[config.mk]
export PLATFORM = sky130hd
export DESIGN_NAME = scp_register_pointer
export DESIGN_NICKNAME = d
export VERILOG_FILES = /design/src/hw/scp_pkg.sv /design/src/hw/scp_read_map.sv /design/src/hw/scp_register_pointer.sv
export SDC_FILE = /design/constraint.sdc
export NUM_CORES = 1
export LEC_CHECK = 0
export ABC_AREA = 1
export BUFFER_PORTS_ARGS = -buffer_cell sky130_fd_sc_hd__buf_2
export CORE_MARGIN = 2
export CORE_UTILIZATION = 25
export DETAILED_ROUTE_END_ITERATION = 12
export PLACE_DENSITY = 0.46
export REMOVE_ABC_BUFFERS = 1
export SYNTH_ARGS = -nofsm -noshare
export SYNTH_HDL_FRONTEND = slang
export SYNTH_HIERARCHICAL = 1
export SYNTH_SLANG_ARGS = --single-unit
export TNS_END_PERCENT = 20
[constraint.sdc]
create_clock -name core_clk -period 3.5 [get_ports core_clk]
set_input_delay 0.525 -clock core_clk [delete_from_list [all_inputs] [get_ports core_clk]]
set_output_delay 0.525 -clock core_clk [all_outputs]
set_load 0.1 [all_outputs]
[src/hw/scp_pkg.sv]
// Shared constants and carriers for the serial controller register pointer.
// Assumes a single 125 MHz host-side clock and synchronous active-high reset.
package scp_pkg;
   localparam int SCP_DW = 8;
   localparam logic [7:0] SCP_CMD_RESET = 8'h00;
   localparam logic [7:0] SCP_EXT_RESET = 8'h00;
   localparam logic [7:0] SCP_AUX_RESET = 8'h00;
   localparam int SCP_PTR_LSB = 0;
   localparam int SCP_PTR_MSB = 2;
   localparam int SCP_POINT_LSB = 3;
   localparam int SCP_POINT_MSB = 5;
   localparam logic [2:0] SCP_POINT_HIGH = 3'h1;
   localparam int SCP_CRC_LSB = 6;
   localparam int SCP_CRC_MSB = 7;
   localparam int SCP_FIFO_EN_BIT = 2;
   localparam int SCP_EXT_RD_BIT = 6;
   localparam logic [3:0] SCP_REG_CMD = 4'h0;
   localparam logic [3:0] SCP_REG_VECTOR = 4'h2;
   localparam logic [3:0] SCP_REG_WR3 = 4'h3;
   localparam logic [3:0] SCP_REG_WR4 = 4'h4;
   localparam logic [3:0] SCP_REG_WR5 = 4'h5;
   localparam logic [3:0] SCP_REG_WR7 = 4'h7;
   localparam logic [3:0] SCP_REG_MASTER = 4'h9;
   localparam logic [3:0] SCP_REG_WR10 = 4'hA;
   localparam logic [3:0] SCP_REG_EXT_STATUS_CTRL_REG = 4'hF;

   typedef enum logic [1:0] {
      SCP_CRC_NULL = 2'b00,
      SCP_CRC_RX_RESET = 2'b01,
      SCP_CRC_TX_RESET = 2'b10,
      SCP_CRC_EOM_RESET = 2'b11
   } scp_crc_cmd_t;

   // Where a read is served from
   typedef enum logic [1:0] {
      SCP_SRC_RR = 2'b00,
      SCP_SRC_WR = 2'b01
   } scp_src_t;

   typedef struct packed {
      scp_src_t src;
      logic [3:0] idx;
   } scp_rd_sel_t;

   typedef struct packed {
      logic rxCrcReset;
      logic txCrcReset;
      logic eomReset;
   } scp_crc_pulse_t;
endpackage : scp_pkg

[src/hw/scp_read_map.sv]
// Read-location remap for one channel.
// Purely combinational; the caller registers the result.
`timescale 1ns/1ps
module scp_read_map
   import scp_pkg::*;
(
   input wire logic [3:0] loc,
   input wire logic fifoEn,
   input wire logic extRd,
   output scp_rd_sel_t sel
);
   always_comb begin
      sel.src = SCP_SRC_RR;
      sel.idx = loc;
      case (loc)
         4'h4: begin
            if (extRd) begin
               sel.src = SCP_SRC_WR;
               sel.idx = SCP_REG_WR4;
            end else begin
               sel.idx = 4'h0;
            end
         end
         4'h5: begin
            if (extRd) begin
               sel.src = SCP_SRC_WR;
               sel.idx = SCP_REG_WR5;
            end else begin
               sel.idx = 4'h1;
            end
         end
         4'h6: sel.idx = fifoEn ? 4'h6 : 4'h2;
         4'h7: sel.idx = fifoEn ? 4'h7 : 4'h3;
         4'h9: begin
            if (extRd) begin
               sel.src = SCP_SRC_WR;
               sel.idx = SCP_REG_WR3;
            end else begin
               sel.idx = 4'hD;
            end
         end
         4'hB: begin
            if (extRd) begin
               sel.src = SCP_SRC_WR;
               sel.idx = SCP_REG_WR10;
            end else begin
               sel.idx = 4'hF;
            end
         end
         4'hE: begin
            if (extRd) begin
               sel.src = SCP_SRC_WR;
               sel.idx = SCP_REG_WR7;
            end
         end
         default: begin
            sel.src = SCP_SRC_RR;
            sel.idx = loc;
         end
      endcase
   end
endmodule : scp_read_map

[src/hw/scp_register_pointer.sv]
// Register pointer, command decode and read remap for a two-channel serial controller.
// Assumes the host issues one access per cycle on hostWr/hostRd strobes on core_clk,
// and that the rest of the device holds the register contents this block indexes.
// How it works
// - Command bits 2:0 point at registers 0-7
// - Point-high command moves pointer to 8-15
// - Status FIFO bit swaps locations 6,7
// - Extended read returns written values at 4,5,9,11,14
// - Unbacked locations alias read registers 0,1,13,15
// - Bits 7:6 decode CRC and underrun resets
`timescale 1ns/1ps
module scp_register_pointer
   import scp_pkg::*;
(
   input wire logic core_clk,
   input wire logic srst,
   input wire logic hostWr,
   input wire logic hostRd,
   input wire logic chanB,
   input wire logic [7:0] hostWdata,
   output logic [3:0] regIdx,
   output logic regChanB,
   output logic regShared,
   output logic regWrite,
   output logic [7:0] regWdata,
   output logic regRead,
   output logic rdFromWr,
   output logic [3:0] rdIdx,
   output logic rdChanB,
   output logic rxCrcResetA,
   output logic txCrcResetA,
   output logic eomResetA,
   output logic rxCrcResetB,
   output logic txCrcResetB,
   output logic eomResetB,
   output logic [3:0] pointerA,
   output logic [3:0] pointerB,
   output logic fifoEnA,
   output logic fifoEnB,
   output logic extRdA,
   output logic extRdB
);
   typedef struct packed {
      logic [3:0] ptrA;
      logic [3:0] ptrB;
      logic [7:0] extCtrlA;
      logic [7:0] extCtrlB;
      logic [7:0] auxA;
      logic [7:0] auxB;
      logic [3:0] regIdx;
      logic regChanB;
      logic regShared;
      logic regWrite;
      logic [7:0] regWdata;
      logic regRead;
      logic rdFromWr;
      logic [3:0] rdIdx;
      logic rdChanB;
      scp_crc_pulse_t crcA;
      scp_crc_pulse_t crcB;
      logic extRdA;
      logic extRdB;
   } scp_state_t;

   scp_state_t st_q;
   scp_state_t st_d;
   logic [3:0] curPtr;
   logic curFifo;
   logic curExt;
   scp_rd_sel_t rdSel;

   function automatic scp_crc_pulse_t crc_decode(input logic [1:0] code);
      scp_crc_pulse_t p;
      p = '0;
      case (scp_crc_cmd_t'(code))
         SCP_CRC_RX_RESET: p.rxCrcReset = 1'b1;
         SCP_CRC_TX_RESET: p.txCrcReset = 1'b1;
         SCP_CRC_EOM_RESET: p.eomReset = 1'b1;
         default: p = '0;
      endcase
      return p;
   endfunction : crc_decode

   function automatic logic is_shared(input logic [3:0] idx);
      return (idx == SCP_REG_VECTOR) || (idx == SCP_REG_MASTER);
   endfunction : is_shared

   // Pointer field plus the point-high command give the full register number
   function automatic logic [3:0] ptr_decode(input logic [7:0] data);
      logic high;
      high = (data[SCP_POINT_MSB:SCP_POINT_LSB] == SCP_POINT_HIGH);
      return {high, data[SCP_PTR_MSB:SCP_PTR_LSB]};
   endfunction : ptr_decode

   assign curPtr = chanB ? st_q.ptrB : st_q.ptrA;
   // Aux register bit 6 only takes effect while the status FIFO bit is also set
   assign curFifo = chanB ? st_q.extCtrlB[SCP_FIFO_EN_BIT] : st_q.extCtrlA[SCP_FIFO_EN_BIT];
   assign curExt = curFifo && (chanB ? st_q.auxB[SCP_EXT_RD_BIT] : st_q.auxA[SCP_EXT_RD_BIT]);

   scp_read_map u_map (
      .loc(curPtr),
      .fifoEn(curFifo),
      .extRd(curExt),
      .sel(rdSel)
   );

   always_comb begin
      st_d = st_q;
      st_d.regWrite = 1'b0;
      st_d.regRead = 1'b0;
      st_d.crcA = '0;
      st_d.crcB = '0;
      if (hostWr) begin
         st_d.regWrite = 1'b1;
         st_d.regIdx = curPtr;
         st_d.regChanB = chanB;
         st_d.regShared = is_shared(curPtr);
         st_d.regWdata = hostWdata;
         if (curPtr == SCP_REG_CMD) begin
            // A pointer write arms the next access only; command then points back at 0
            if (chanB) begin
               st_d.ptrB = ptr_decode(hostWdata);
               st_d.crcB = crc_decode(hostWdata[SCP_CRC_MSB:SCP_CRC_LSB]);
            end else begin
               st_d.ptrA = ptr_decode(hostWdata);
               st_d.crcA = crc_decode(hostWdata[SCP_CRC_MSB:SCP_CRC_LSB]);
            end
         end else begin
            if (chanB) begin
               st_d.ptrB = SCP_REG_CMD;
            end else begin
               st_d.ptrA = SCP_REG_CMD;
            end
            if (curPtr == SCP_REG_EXT_STATUS_CTRL_REG) begin
               if (chanB) begin
                  st_d.extCtrlB = hostWdata;
               end else begin
                  st_d.extCtrlA = hostWdata;
               end
            end
            // Register 7 becomes the aux register while the FIFO bit is set
            if (curPtr == SCP_REG_WR7 && curFifo) begin
               if (chanB) begin
                  st_d.auxB = hostWdata;
               end else begin
                  st_d.auxA = hostWdata;
               end
            end
         end
      // A read in the same cycle as a write is dropped; the write wins
      end else if (hostRd) begin
         st_d.regRead = 1'b1;
         st_d.rdFromWr = (rdSel.src == SCP_SRC_WR);
         st_d.rdIdx = rdSel.idx;
         st_d.rdChanB = chanB;
         if (chanB) begin
            st_d.ptrB = SCP_REG_CMD;
         end else begin
            st_d.ptrA = SCP_REG_CMD;
         end
      end
      // Held in a flop so the output carries no decode; follows a write to either bit
      st_d.extRdA = st_d.extCtrlA[SCP_FIFO_EN_BIT] & st_d.auxA[SCP_EXT_RD_BIT];
      st_d.extRdB = st_d.extCtrlB[SCP_FIFO_EN_BIT] & st_d.auxB[SCP_EXT_RD_BIT];
   end

   always_ff @(posedge core_clk) begin
      if (srst) begin
         st_q <= '0;
         st_q.extCtrlA <= SCP_EXT_RESET;
         st_q.extCtrlB <= SCP_EXT_RESET;
         st_q.auxA <= SCP_AUX_RESET;
         st_q.auxB <= SCP_AUX_RESET;
         st_q.regWdata <= SCP_CMD_RESET;
      end else begin
         st_q <= st_d;
      end
   end

   assign regIdx = st_q.regIdx;
   assign regChanB = st_q.regChanB;
   assign regShared = st_q.regShared;
   assign regWrite = st_q.regWrite;
   assign regWdata = st_q.regWdata;
   assign regRead = st_q.regRead;
   assign rdFromWr = st_q.rdFromWr;
   assign rdIdx = st_q.rdIdx;
   assign rdChanB = st_q.rdChanB;
   assign rxCrcResetA = st_q.crcA.rxCrcReset;
   assign txCrcResetA = st_q.crcA.txCrcReset;
   assign eomResetA = st_q.crcA.eomReset;
   assign rxCrcResetB = st_q.crcB.rxCrcReset;
   assign txCrcResetB = st_q.crcB.txCrcReset;
   assign eomResetB = st_q.crcB.eomReset;
   assign pointerA = st_q.ptrA;
   assign pointerB = st_q.ptrB;
   assign fifoEnA = st_q.extCtrlA[SCP_FIFO_EN_BIT];
   assign fifoEnB = st_q.extCtrlB[SCP_FIFO_EN_BIT];
   assign extRdA = st_q.extRdA;
   assign extRdB = st_q.extRdB;
endmodule : scp_register_pointer

* After elaboration in Yosys (flattened, before gate mapping)
Index checks and enable logic that the tools add are counted.
** Word-level totals
- Word-level logic and storage cells :: 96
- ROM bits :: 0
- Output and inout bits :: 40
- RAM bits :: 0
- Memories kept :: 0
- Latch bits :: 0
- Bits in registers :: 65
- Input bits :: 13
** Operators by class
- Reductions and logical operators :: 16
- Div/mod/pow operators :: 0
- Shift operators :: 0
- Muxes and demuxes :: 32
- Magnitude comparators :: 0
- Multipliers :: 0
- Bitwise gates (word level) :: 5
- $add $sub $neg :: 0
- Eq/ne operators :: 16
** Operators by type and width (number)
- $mux W8 :: 6
- $mux W42 :: 1
- $pmux W4 S7 :: 1
- $mux W27 :: 1
- $mux W4 :: 6
- $mux W3 :: 6
- $eq A4 B3 Y1 const B :: 4
- $eq A4 B4 Y1 const B :: 4
- $mux W16 :: 1
- $reduce_and A4 Y1 :: 4
- $reduce_or A4 Y1 :: 3
- $mux W11 :: 1
- $mux W7 :: 1
- $mux W1 :: 6
- $ne A3 B3 Y1 const B :: 2
- $reduce_and A2 Y1 :: 3
- $mux W5 :: 1
- $eq A2 B1 Y1 const B :: 2
- $eq A2 B2 Y1 const B :: 2
- $eq A4 B2 Y1 const B :: 1
- $logic_not A4 Y1 :: 1
- $eq A3 B1 Y1 const B :: 1
- $not A1 Y1 :: 3
- $and A1 B1 Y1 :: 2
- 5 further kinds :: 6

* Depth between registers and ports, before layout
Gate-level depths: netlist of run 1.
- Word-level depth :: 7
- Depth in mapped cells :: 13
- Mapped depth without buffers :: 13

* Cells and area by module
Netlist of run 1, hierarchy kept.
** By module, submodules not included
- scp_register_pointer :: instances 1, area an instance 1981.9 sq um, cells each 257, sequential area each 840.8 sq um
- scp_read_map :: instances 1, area an instance 227.7 sq um, cells each 47, sequential area each 0.0 sq um

* Least setup slack after synthesis of run 1
No wires, ideal clock.
- Path kind :: input -> register
- From :: input chanB
- To :: register st_q (netlist bit rdIdx[3])
- Slack :: 1.432 ns
- Path buffers :: 2
- Required time :: 3.384 ns
- Library setup time :: 0.116 ns
- Arrival :: 1.952 ns
- Cell stages on the path :: 12
- Cell sequence :: buf_6 buf_6 o21ai_0 nand2_1 inv_2 nand2_2 nand2_2 nor2_2 nand2_1 o21ai_2 nor2_1 nor2_1
** RTL lines
- start: declaration :: RTL line scp_register_pointer.sv:19 : input wire logic chanB,
- end signal: assignment :: RTL line scp_register_pointer.sv:176 : st_q <= st_d;
- end: declaration :: RTL line scp_register_pointer.sv:65 : scp_state_t st_q;

==> flow_summary_export.csv, run 1 <==
group,metric,value,unit
layout,areaGrowthSynthToFinish,11.8,%
place,gp_congestion,0.897,
global_route,antenna_found_initial,0,
detailed_routing,drt-total-wl,5430,um
clock_network,cts_buffers,5,
place,dp_hpwl,4000,um
worst_hold_path,hp-class,"primary input to register",
worst_setup_path,required,3.73,ns
clock_network,cts_buffer_depth,2,
run,cap_violations,0,
detailed_routing,drcViolationCount,0,
logic_synthesis,syn-instance-count,304,
logic_synthesis,synth_cell_type_count,28,
layout,diodes,0,
power_and_ir_drop,power_density,471,nW/um^2
clock_network,htreeDepth,2,
detailed_routing,routed_via_density,4.31,
layout,fillers,977,
floorplanning,initial_core_util,25.6,%
worst_setup_path,cp.arrival,2.32,ns
logic_synthesis,netlist_area,2210,sq um
power_and_ir_drop,total_power,1.16,mW
detailed_routing,ant_nets,0,
clock_network,cts_root_buf,"clkbuf_8",
floorplanning,fp.coreArea,8640,sq um
status,status,"completed",
sta,max_clock_freq,477,MHz
clock_network,insertion_delay,0.30,ns
logic_synthesis,ys_warn_count,6,
floorplanning,rows,34,
sta,slew_violations,0,
worst_setup_path,crit_end,"rdFromWr",
worst_setup_path,path_class,"primary input to register",
logic_synthesis,synth-seq-area-share,38.1,%
sta,slew-limit-headroom,39.2,%
floorplanning,ios,53,
worst_setup_path,cp-end-kind,"register",
worst_setup_path,critPathMaxStageDelay,0.77,ns
sta,rsz0062_at_grt,"no",
clock_network,cts-hold-fix-buffers,0,
global_route,grt_usage,11.8,%
logic_synthesis,yosys.area_share.simple,35.8,%
logic_synthesis,synth_flop_cell,"dfxtp_1",
detailed_routing,dr.pass1.iters,4,
layout,drive_gt1_share,29.6,%
detailed_routing,vias,1894,
logic_synthesis,syn_avg_cell_area,7.27,sq um
sta,worst_pin_slew,0.902,ns
worst_setup_path,critPathSlowestCell,"o21ai_0",
place,port_buffers,52,
power_and_ir_drop,ir_worst_vdd,180,uV
floorplanning,die-area,9610,sq um
worst_setup_path,r2r_start,"pointerA[3]",
worst_setup_path,reg2reg_depth,10,
clock_network,cts_tree,"built",
clock_network,cts.sinks,42,
logic_synthesis,synth_xor_area_share,0,%
sta,fin_crit,2.09,ns
sta,holdWs,0.425,ns
logic_synthesis,synth_top_family_by_area,"simple AND/OR/NAND/NOR gates",
floorplanning,die-height,98.0,um
power_and_ir_drop,leakagePower,1.24,nW
sta,tns,0,ns
global_route,grt_pass1_vias,1798,
logic_synthesis,synthMuxAreaShare,0,%
worst_setup_path,critPathLaunchType,"primary input",
logic_synthesis,ys_seq_elements,42,
logic_synthesis,synth-async-reset-ratio,0,%
clock_network,path_clk_slew,0.09,ns
detailed_routing,wl_per_cell,12.4,um
global_route,grt_first_pass_wirelength,9080,um
worst_setup_path,r2r_slack,1.48,ns
sta,skew,0.00848,ns
global_route,grt.overflow.total,0,
detailed_routing,drt_iter0_markers,64,
floorplanning,die_w,98.0,um
clock_network,cts_setup_buffers,0,
worst_setup_path,cp_common_cell,"nand2_2",
worst_setup_path,path_max_fanout,20,
sta,fin_crit_sh,59.8,%
global_route,grt_max_degree,28,
worst_setup_path,path_cells,"buf_2, o21ai_0, nand2_1, inv_2, nand2_2, nand2_2, nor2_2, a21oi_2, nand3b_1, a21oi_1",
worst_setup_path,worstReg2RegEnd,"rdFromWr",
layout,nets,343,
logic_synthesis,synthAdderAreaFrac,0,%
clock_network,postCtsResizedCells,0,
worst_setup_path,startpoint,"chanB",
logic_synthesis,synth_edf_count,0,
sta,setup_viol,0,
sta,timing_hold_violations_final,0,
logic_synthesis,synth-compound-area-share,8.89,%
[per-layer routing]
layer | part of all wire, % | GRT usage (%) | vias to the layer above | wire, um
met5 | 0 | 0 | - | 0
met4 | 1.6 | 4.49 | 0 | 89
met3 | 4.3 | 2.29 | 8 | 234
met2 | 43 | 18.3 | 40 | 2330
met1 | 51 | 16.2 | 858 | 2770
li1 | - | - | 988 | -
[area by class of cell]
type	instances	area [sq um]	share of cell area, %
well taps	108	135	5.47
inverters	35	131	5.32
multi-input cells	194	992	40.2
clock inverters	2	37.5	1.52
clock buffers	6	72.6	2.94
flip-flops and latches	42	841	34.0
repair buffers	52	260	10.5
[through the flow]
stage / utilization [%] / std cells / instance area, sq um / worst slack (ns)
finish: 28.6 / 439 / 2470 / 1.41
global route: 28.6 / 439 / 2470 / 1.15
CTS: 28.6 / 439 / 2470 / 1.44
detailed placement: 27.3 / 431 / 2360 / 1.13
global placement: 27.3 / 431 / 2360 / 1.21
floorplan: - / 271 / 1960 / 1.08
[registers in the layout, indices dropped and copies added, names as in the netlist, 2 cells and up]
| register | cells |
|---|---|
| regWdata | 8 |
| pointerA | 4 |
| pointerB | 4 |
| rdIdx | 4 |
| regIdx | 4 |
| st_q | 2 |
[power by group]
part	internal, mW	switching, mW
Combinational	0.0435	0.223
Clock	0.213	0.178
Sequential	0.496	0.00975
[cells by family after synthesis]
group | count (synthesis)
other | 1
flip-flops | 42
AND/OR/NAND/NOR | 158
buffers and inverters | 68
AO/OA/AOI/OAI | 35
[worst min path at each step]
stage,cells past startpoint,from,end,slack [ns]
4_1_cts,3,hostWdata[5],regWdata[5],0.42
5_1_grt,3,hostWdata[5],regWdata[5],0.42
6_report,3,hostWdata[4],regWdata[4],0.42
3_3_place_gp,2,rdFromWr,rdFromWr,0.46
2_1_floorplan,2,st_q[36],st_q[36],0.45
3_5_place_dp,2,regWdata[0],regWdata[0],0.46
[synth_stat cells (all sizes together) (3+ instances only)]
cell	number	area, sq um
nor3	7	35.0
dfxtp	42	841
nand4	3	25.0
nor2	52	243
nand2	65	312
o21ai	23	123
buf	30	234
a21oi	10	53.8
clkbuf	3	11.3
inv	34	128
nand3	30	170
[worst max-delay path, delay by kind of cell]
family                 cells  cell delay [ns]
buffers and inverters      2             0.33
and+or+nand+nor            5             0.43
AOI/OAI and AO/OA          3             1.03
[layout by cell type, fill, tap and decap left out, types with 2 or more instances in the layout]
cell	n
a21oi_1	9
nor2_1	44
nand4_1	2
o21ai_0	20
dfxtp_1	42
nand2_2	12
inv_1	29
o21ai_2	2
buf_2	52
nand3_2	4
nor3_1	7
clkbuf_8	5
nand2_4	5
nand2_1	48
inv_2	5
nand3_1	26
nor2_2	6
nor2_8	2
No activity file was read; power rests on OpenSTA's default activity.
==> inputs of run 2 (changes only) <==
--- a/config.mk
+++ b/config.mk
@@ -10,7 +10,7 @@
 export CORE_MARGIN = 2
 export CORE_UTILIZATION = 25
 export DETAILED_ROUTE_END_ITERATION = 12
-export PLACE_DENSITY = 0.46
+export PLACE_DENSITY = 0.48
 export REMOVE_ABC_BUFFERS = 1
 export SYNTH_ARGS = -nofsm -noshare
 export SYNTH_HDL_FRONTEND = slang
==> constraint.sdc (replaced) <==
create_clock -name core_clk -period 1.8 [get_ports core_clk]
set_input_delay 0.27 -clock core_clk [delete_from_list [all_inputs] [get_ports core_clk]]
set_output_delay 0.27 -clock core_clk [all_outputs]
set_load 0.1 [all_outputs]
==> run 2 against run 1 <==
- count of clock-buffer cells in the layout down 1
- sequential power up 95%
- design area rose by 3.0%
- sequential cell count unchanged
- die area did not move
- final cell count grew 2.7%
- largest power group unchanged
- combinational power grew 100%
==> flow_summary_export.csv, run 2 (synthesized netlist as in run 1, its figures left out) <==
group,metric,value,unit
floorplanning,die-area,9610,sq um
detailed_routing,dr.pass1.iters,4,
layout,final_area,2540,sq um
worst_setup_path,path_cells,"inv_1, o21ai_0, buf_4, inv_2, nor2_2, nand2_1, inv_1, nor2_2, a21oi_2, nand3b_1, a21oi_1",
sta,setup_viol,0,
power_and_ir_drop,ir_worst_vdd,316,uV
worst_setup_path,required,2.04,ns
place,gp_congestion,0.846,
worst_setup_path,startpoint,"pointerA[3]",
floorplanning,ios,53,
worst_setup_path,r2r_start,"pointerA[3]",
clock_network,cts_setup_buffers,0,
sta,worst_pin_slew,0.495,ns
worst_setup_path,path_class,"register to register",
clock_network,path_clk_slew,0.10,ns
layout,drive_gt1_share,32.4,%
worst_setup_path,worst-path-buf-inv,4,
detailed_routing,wl_per_cell,12.5,um
global_route,grt_pass1_vias,1830,
worst_setup_path,worstReg2RegEnd,"rdFromWr",
sta,skew,0.00927,ns
floorplanning,initial_core_util,25.6,%
worst_setup_path,reg2reg_depth,11,
global_route,grt.overflow.total,0,
run,cap_violations,0,
detailed_routing,ant_nets,0,
worst_setup_path,critPathSlowestCell,"dfxtp_1",
worst_hold_path,whs_path_depth,3,
layout,areaGrowthSynthToFinish,15.1,%
clock_network,cts_tree,"built",
place,placedCellCount,443,
detailed_routing,drcViolationCount,0,
detailed_routing,drt-total-wl,5620,um
clock_network,insertion_delay,0.30,ns
floorplanning,fp.coreArea,8640,sq um
floorplanning,die-height,98.0,um
worst_setup_path,critPathMaxStageDelay,0.37,ns
layout,regMostFlops,"regWdata",
layout,diodes,0,
worst_setup_path,r2r_slack,0.19,ns
layout,seqCellArea,841,sq um
global_route,antenna_found_initial,0,
status,status,"completed",
worst_setup_path,cp.arrival,1.86,ns
sta,rsz0062_at_grt,"no",
worst_hold_path,holdPathEnd,"regWdata[5]",
worst_setup_path,cp_top_family,"buffers and inverters",
detailed_routing,vias,1900,
floorplanning,rows,34,
sta,timing_hold_violations_final,0,
place,port_buffers,52,
clock_network,postCtsResizedCells,0,
power_and_ir_drop,power_density,858,nW/um^2
sta,max_clock_freq,619,MHz
layout,stdcell_count,451,
worst_hold_path,hp-class,"primary input to register",
layout,largest_register_ffs,8,
layout,post-route-util,29.5,%
worst_setup_path,path_max_fanout,7,
clock_network,cts-hold-fix-buffers,0,
sta,slew-limit-headroom,66.9,%
sta,slew_violations,0,
worst_hold_path,min_from,"hostWdata[5]",
global_route,grt_first_pass_wirelength,9160,um
worst_setup_path,critPathLaunchType,"register",
layout,nets,355,
layout,fillers,939,
global_route,grt_usage,11.9,%
clock_network,cts_root_buf,"clkbuf_8",
sta,fin_crit_sh,89.7,%
layout,multi_input_area,992,sq um
worst_setup_path,cp-end-kind,"register",
global_route,grt_max_degree,20,
clock_network,cts_buffers,5,
floorplanning,die_w,98.0,um
place,dp_hpwl,4310,um
place,placed_area,2450,sq um
detailed_routing,routed_via_density,4.21,
clock_network,htreeDepth,2,
sta,fin_crit,1.61,ns
clock_network,cts_buffer_depth,2,
clock_network,cts.sinks,42,
detailed_routing,drt_iter0_markers,89,
power_and_ir_drop,leakagePower,1.29,nW
layout,final_common_cell,"buf_2",
layout,final_cell_mix,"52 x buf_2, 48 x nand2_1, 44 x nor2_1",
-- run 2: changes by cell type in the layout (fill, tap and decap cells not counted) --
| cell | change |
|---|---|
| buf_4 | +12 |
| bufinv_16 | -1 |
| clkbuf_1 | -1 |
| clkinv_4 | +1 |
| inv_6 | +1 |
-- run 2: worst max-delay path by stage --
| stage | to | slack, ns | cells after the start |
|---|---|---|---|
| 4_1_cts | rdFromWr | 0.14 | 11 |
| 3_5_place_dp | rdFromWr | 0.09 | 12 |
| 5_1_grt | rdFromWr | 0.02 | 11 |
| 2_1_floorplan | rdIdx[3] | -0.62 | 11 |
| 3_3_place_gp | rdFromWr | 0.09 | 11 |
| 6_report | rdFromWr | 0.19 | 11 |
-- run 2: cell type report --
class                   instances  share of cell area, %
clock buffers                   5                   2.71
clock inverters                 3                  0.984
inverters                      35                   5.16
multi-input cells             194                   39.0
flip-flops and latches         42                   33.1
well taps                     108                   5.31
repair buffers                 64                   13.8
-- run 2: worst register-to-register path: stages (launching register included) --
cell and delay [ns]:
dfxtp_1 0.37, inv_1 0.08, o21ai_0 0.17, buf_4 0.19
inv_2 0.04, nor2_2 0.11, nand2_1 0.12, inv_1 0.09
nor2_2 0.06, a21oi_2 0.11, nand3b_1 0.09, a21oi_1 0.12
-- run 2: routing by layer --
layer,vias up,track usage [%],wire (um)
met2,39,18.8,2540
met3,6,3.29,285
met1,843,16.0,2730
met4,0,3.21,58
li1,1012,-,-
met5,-,0,0
-- run 2: where the power goes --
| part | total, mW | internal (mW) | leakage, nW | switching [mW] |
|---|---|---|---|---|
| logic | 0.537 | 0.101 | 0.902 | 0.435 |
| registers | 0.986 | 0.965 | 0.343 | 0.0204 |
| clock network | 0.659 | 0.281 | 0.0447 | 0.379 |
-- run 2: per-stage QoR --
stage	TNS, ns	setup slack (ns)	power (mW)	hold WS [ns]
floorplan	-3.75	-0.619	1.41	0.339
global placement	0	0.0920	1.55	0.457
detailed placement	0	0.0876	1.55	0.458
CTS	0	0.144	2.22	0.167
global route	0	0.0167	2.29	0.170
finish	0	0.185	2.18	0.171
==> inputs of run 3 (changes only) <==
--- a/config.mk
+++ b/config.mk
@@ -6,7 +6,7 @@
 export NUM_CORES = 1
 export LEC_CHECK = 0
 export ABC_AREA = 1
-export BUFFER_PORTS_ARGS = -buffer_cell sky130_fd_sc_hd__buf_2
+export BUFFER_PORTS_ARGS = -buffer_cell sky130_fd_sc_hd__buf_4
 export CORE_MARGIN = 2
 export CORE_UTILIZATION = 25
 export DETAILED_ROUTE_END_ITERATION = 12
==> constraint.sdc (replaced) <==
create_clock -name core_clk -period 1.8 [get_ports core_clk]
set_input_delay 0.27 -clock core_clk [delete_from_list [all_inputs] [get_ports core_clk]]
set_output_delay 0.27 -clock core_clk [all_outputs]
set_load 0.05 [all_outputs]
==> run 3 against run 2 <==
- clock power up 15%
- highest routed layer unchanged
- power is 0.98% lower
- final cell count decreased by 1.3%
==> flow_summary_export.csv, run 3 (synthesized netlist as in run 1, its figures left out) <==
group,metric,value,unit
status,status,"completed",
worst_hold_path,hp-class,"primary input to register",
worst_setup_path,startpoint,"pointerA[3]",
worst_setup_path,path_max_fanout,7,
floorplanning,die_w,98.0,um
layout,nets,349,
sta,skew,0.00542,ns
clock_network,postCtsResizedCells,0,
layout,post-route-util,30.6,%
detailed_routing,wl_per_cell,12.5,um
detailed_routing,drt-total-wl,5550,um
worst_setup_path,required,2.03,ns
worst_setup_path,crit_end,"rdFromWr",
clock_network,cts_tree,"built",
place,placedCellCount,437,
worst_setup_path,path_class,"register to register",
clock_network,cts_buffers,5,
detailed_routing,dr.pass1.iters,4,
sta,worst_pin_slew,0.498,ns
power_and_ir_drop,leakagePower,1.28,nW
sta,setup_viol,0,
global_route,grt_first_pass_wirelength,9400,um
clock_network,insertion_delay,0.29,ns
clock_network,cts_buffer_depth,2,
power_and_ir_drop,power_density,817,nW/um^2
detailed_routing,vias,1900,
layout,final_common_cell,"buf_4",
clock_network,htreeDepth,2,
layout,final_cell_mix,"58 x buf_4, 48 x nand2_1, 44 x nor2_1",
layout,diodes,0,
place,port_buffers,52,
global_route,grt_usage,12.1,%
sta,rsz0062_at_grt,"no",
worst_setup_path,cp.arrival,1.81,ns
place,gp_congestion,0.813,
clock_network,cts-hold-fix-buffers,0,
worst_setup_path,worstReg2RegEnd,"rdFromWr",
place,dp_hpwl,4220,um
power_and_ir_drop,total_power,2.16,mW
global_route,antenna_found_initial,0,
worst_setup_path,critPathMaxStageDelay,0.40,ns
layout,stdcell_count,445,
run,cap_violations,0,
sta,fin_crit_sh,87.6,%
floorplanning,fp.coreArea,8640,sq um
clock_network,cts.sinks,42,
detailed_routing,drt_iter0_markers,72,
global_route,grt.overflow.total,0,
floorplanning,rows,34,
worst_setup_path,cp-end-kind,"register",
worst_setup_path,r2r_start,"pointerA[3]",
sta,max_clock_freq,634,MHz
detailed_routing,routed_via_density,4.27,
worst_setup_path,r2r_slack,0.22,ns
clock_network,cts_root_buf,"clkbuf_8",
layout,largest_register_ffs,8,
floorplanning,die-area,9610,sq um
floorplanning,ios,53,
floorplanning,initial_core_util,25.6,%
worst_setup_path,critPathSlowestCell,"dfxtp_1",
sta,slew-limit-headroom,66.7,%
sta,fin_crit,1.58,ns
power_and_ir_drop,ir_worst_vdd,298,uV
layout,areaGrowthSynthToFinish,19.7,%
worst_setup_path,reg2reg_depth,11,
clock_network,path_clk_slew,0.09,ns
layout,regMostFlops,"regWdata",
global_route,grt_pass1_vias,1892,
floorplanning,die-height,98.0,um
sta,timing_hold_violations_final,0,
clock_network,cts_setup_buffers,0,
worst_setup_path,critPathLaunchType,"register",
detailed_routing,drcViolationCount,0,
layout,drive_gt1_share,30.9,%
sta,slew_violations,0,
detailed_routing,ant_nets,0,
worst_hold_path,min_from,"hostWdata[4]",
global_route,grt_max_degree,21,
worst_setup_path,path_cells,"inv_1, o21ai_0, buf_4, inv_2, nor2_2, nand2_1, inv_1, nor2_2, a21oi_2, nand3b_1, a21oi_1",
-- run 3: worst min-delay path by stage --
stage | depth (start not counted) | slack (ns) | to
finish | 3 | 0.17 | regWdata[4]
detailed placement | 2 | 0.46 | regWdata[0]
global route | 3 | 0.16 | regWdata[4]
floorplan | 1 | 0.34 | rdFromWr
global placement | 2 | 0.46 | regWdata[4]
CTS | 3 | 0.17 | regWdata[4]
-- run 3: cell type report --
type                    instances  area [sq um]
clock buffers                   6          72.6
clock inverters                 2          37.5
fillers                       980          5990
inverters                      35           131
multi-input cells             194           992
flip-flops and latches         42           841
well taps                     108           135
repair buffers                 58           435
-- run 3: where the power goes --
group          leakage [nW]  internal, mW  switching (mW)  total, mW
combinational         0.886         0.122           0.296      0.417
clock                0.0514         0.414           0.341      0.756
sequential            0.343         0.965          0.0222      0.987
-- run 3: stage by stage --
| step | hold WS, ns | worst slack, ns | setup TNS (ns) | cell area (sq um) |
|---|---|---|---|---|
| after global placement | 0.461 | 0.131 | 0 | 2530 |
| after detailed placement | 0.460 | 0.0606 | 0 | 2530 |
| after CTS | 0.165 | 0.235 | 0 | 2650 |
| final | 0.173 | 0.223 | 0 | 2650 |
| after floorplan | 0.339 | -0.249 | -0.917 | 1960 |
| after global routing | 0.156 | 0.00164 | 0 | 2650 |
-- run 3: worst max-delay path: cells and delay by family (launching register included) --
kind,cells,cell delay [ns]
compound gates,3,0.37
buf+inv,4,0.39
flops,1,0.40
simple gates,4,0.34
-- run 3: per-layer routing --
layer | wire length, um | GRT usage, %
met4 | 51 | 2.88
met5 | 0 | 0
met1 | 2670 | 16.2
met2 | 2490 | 18.9
met3 | 331 | 3.94
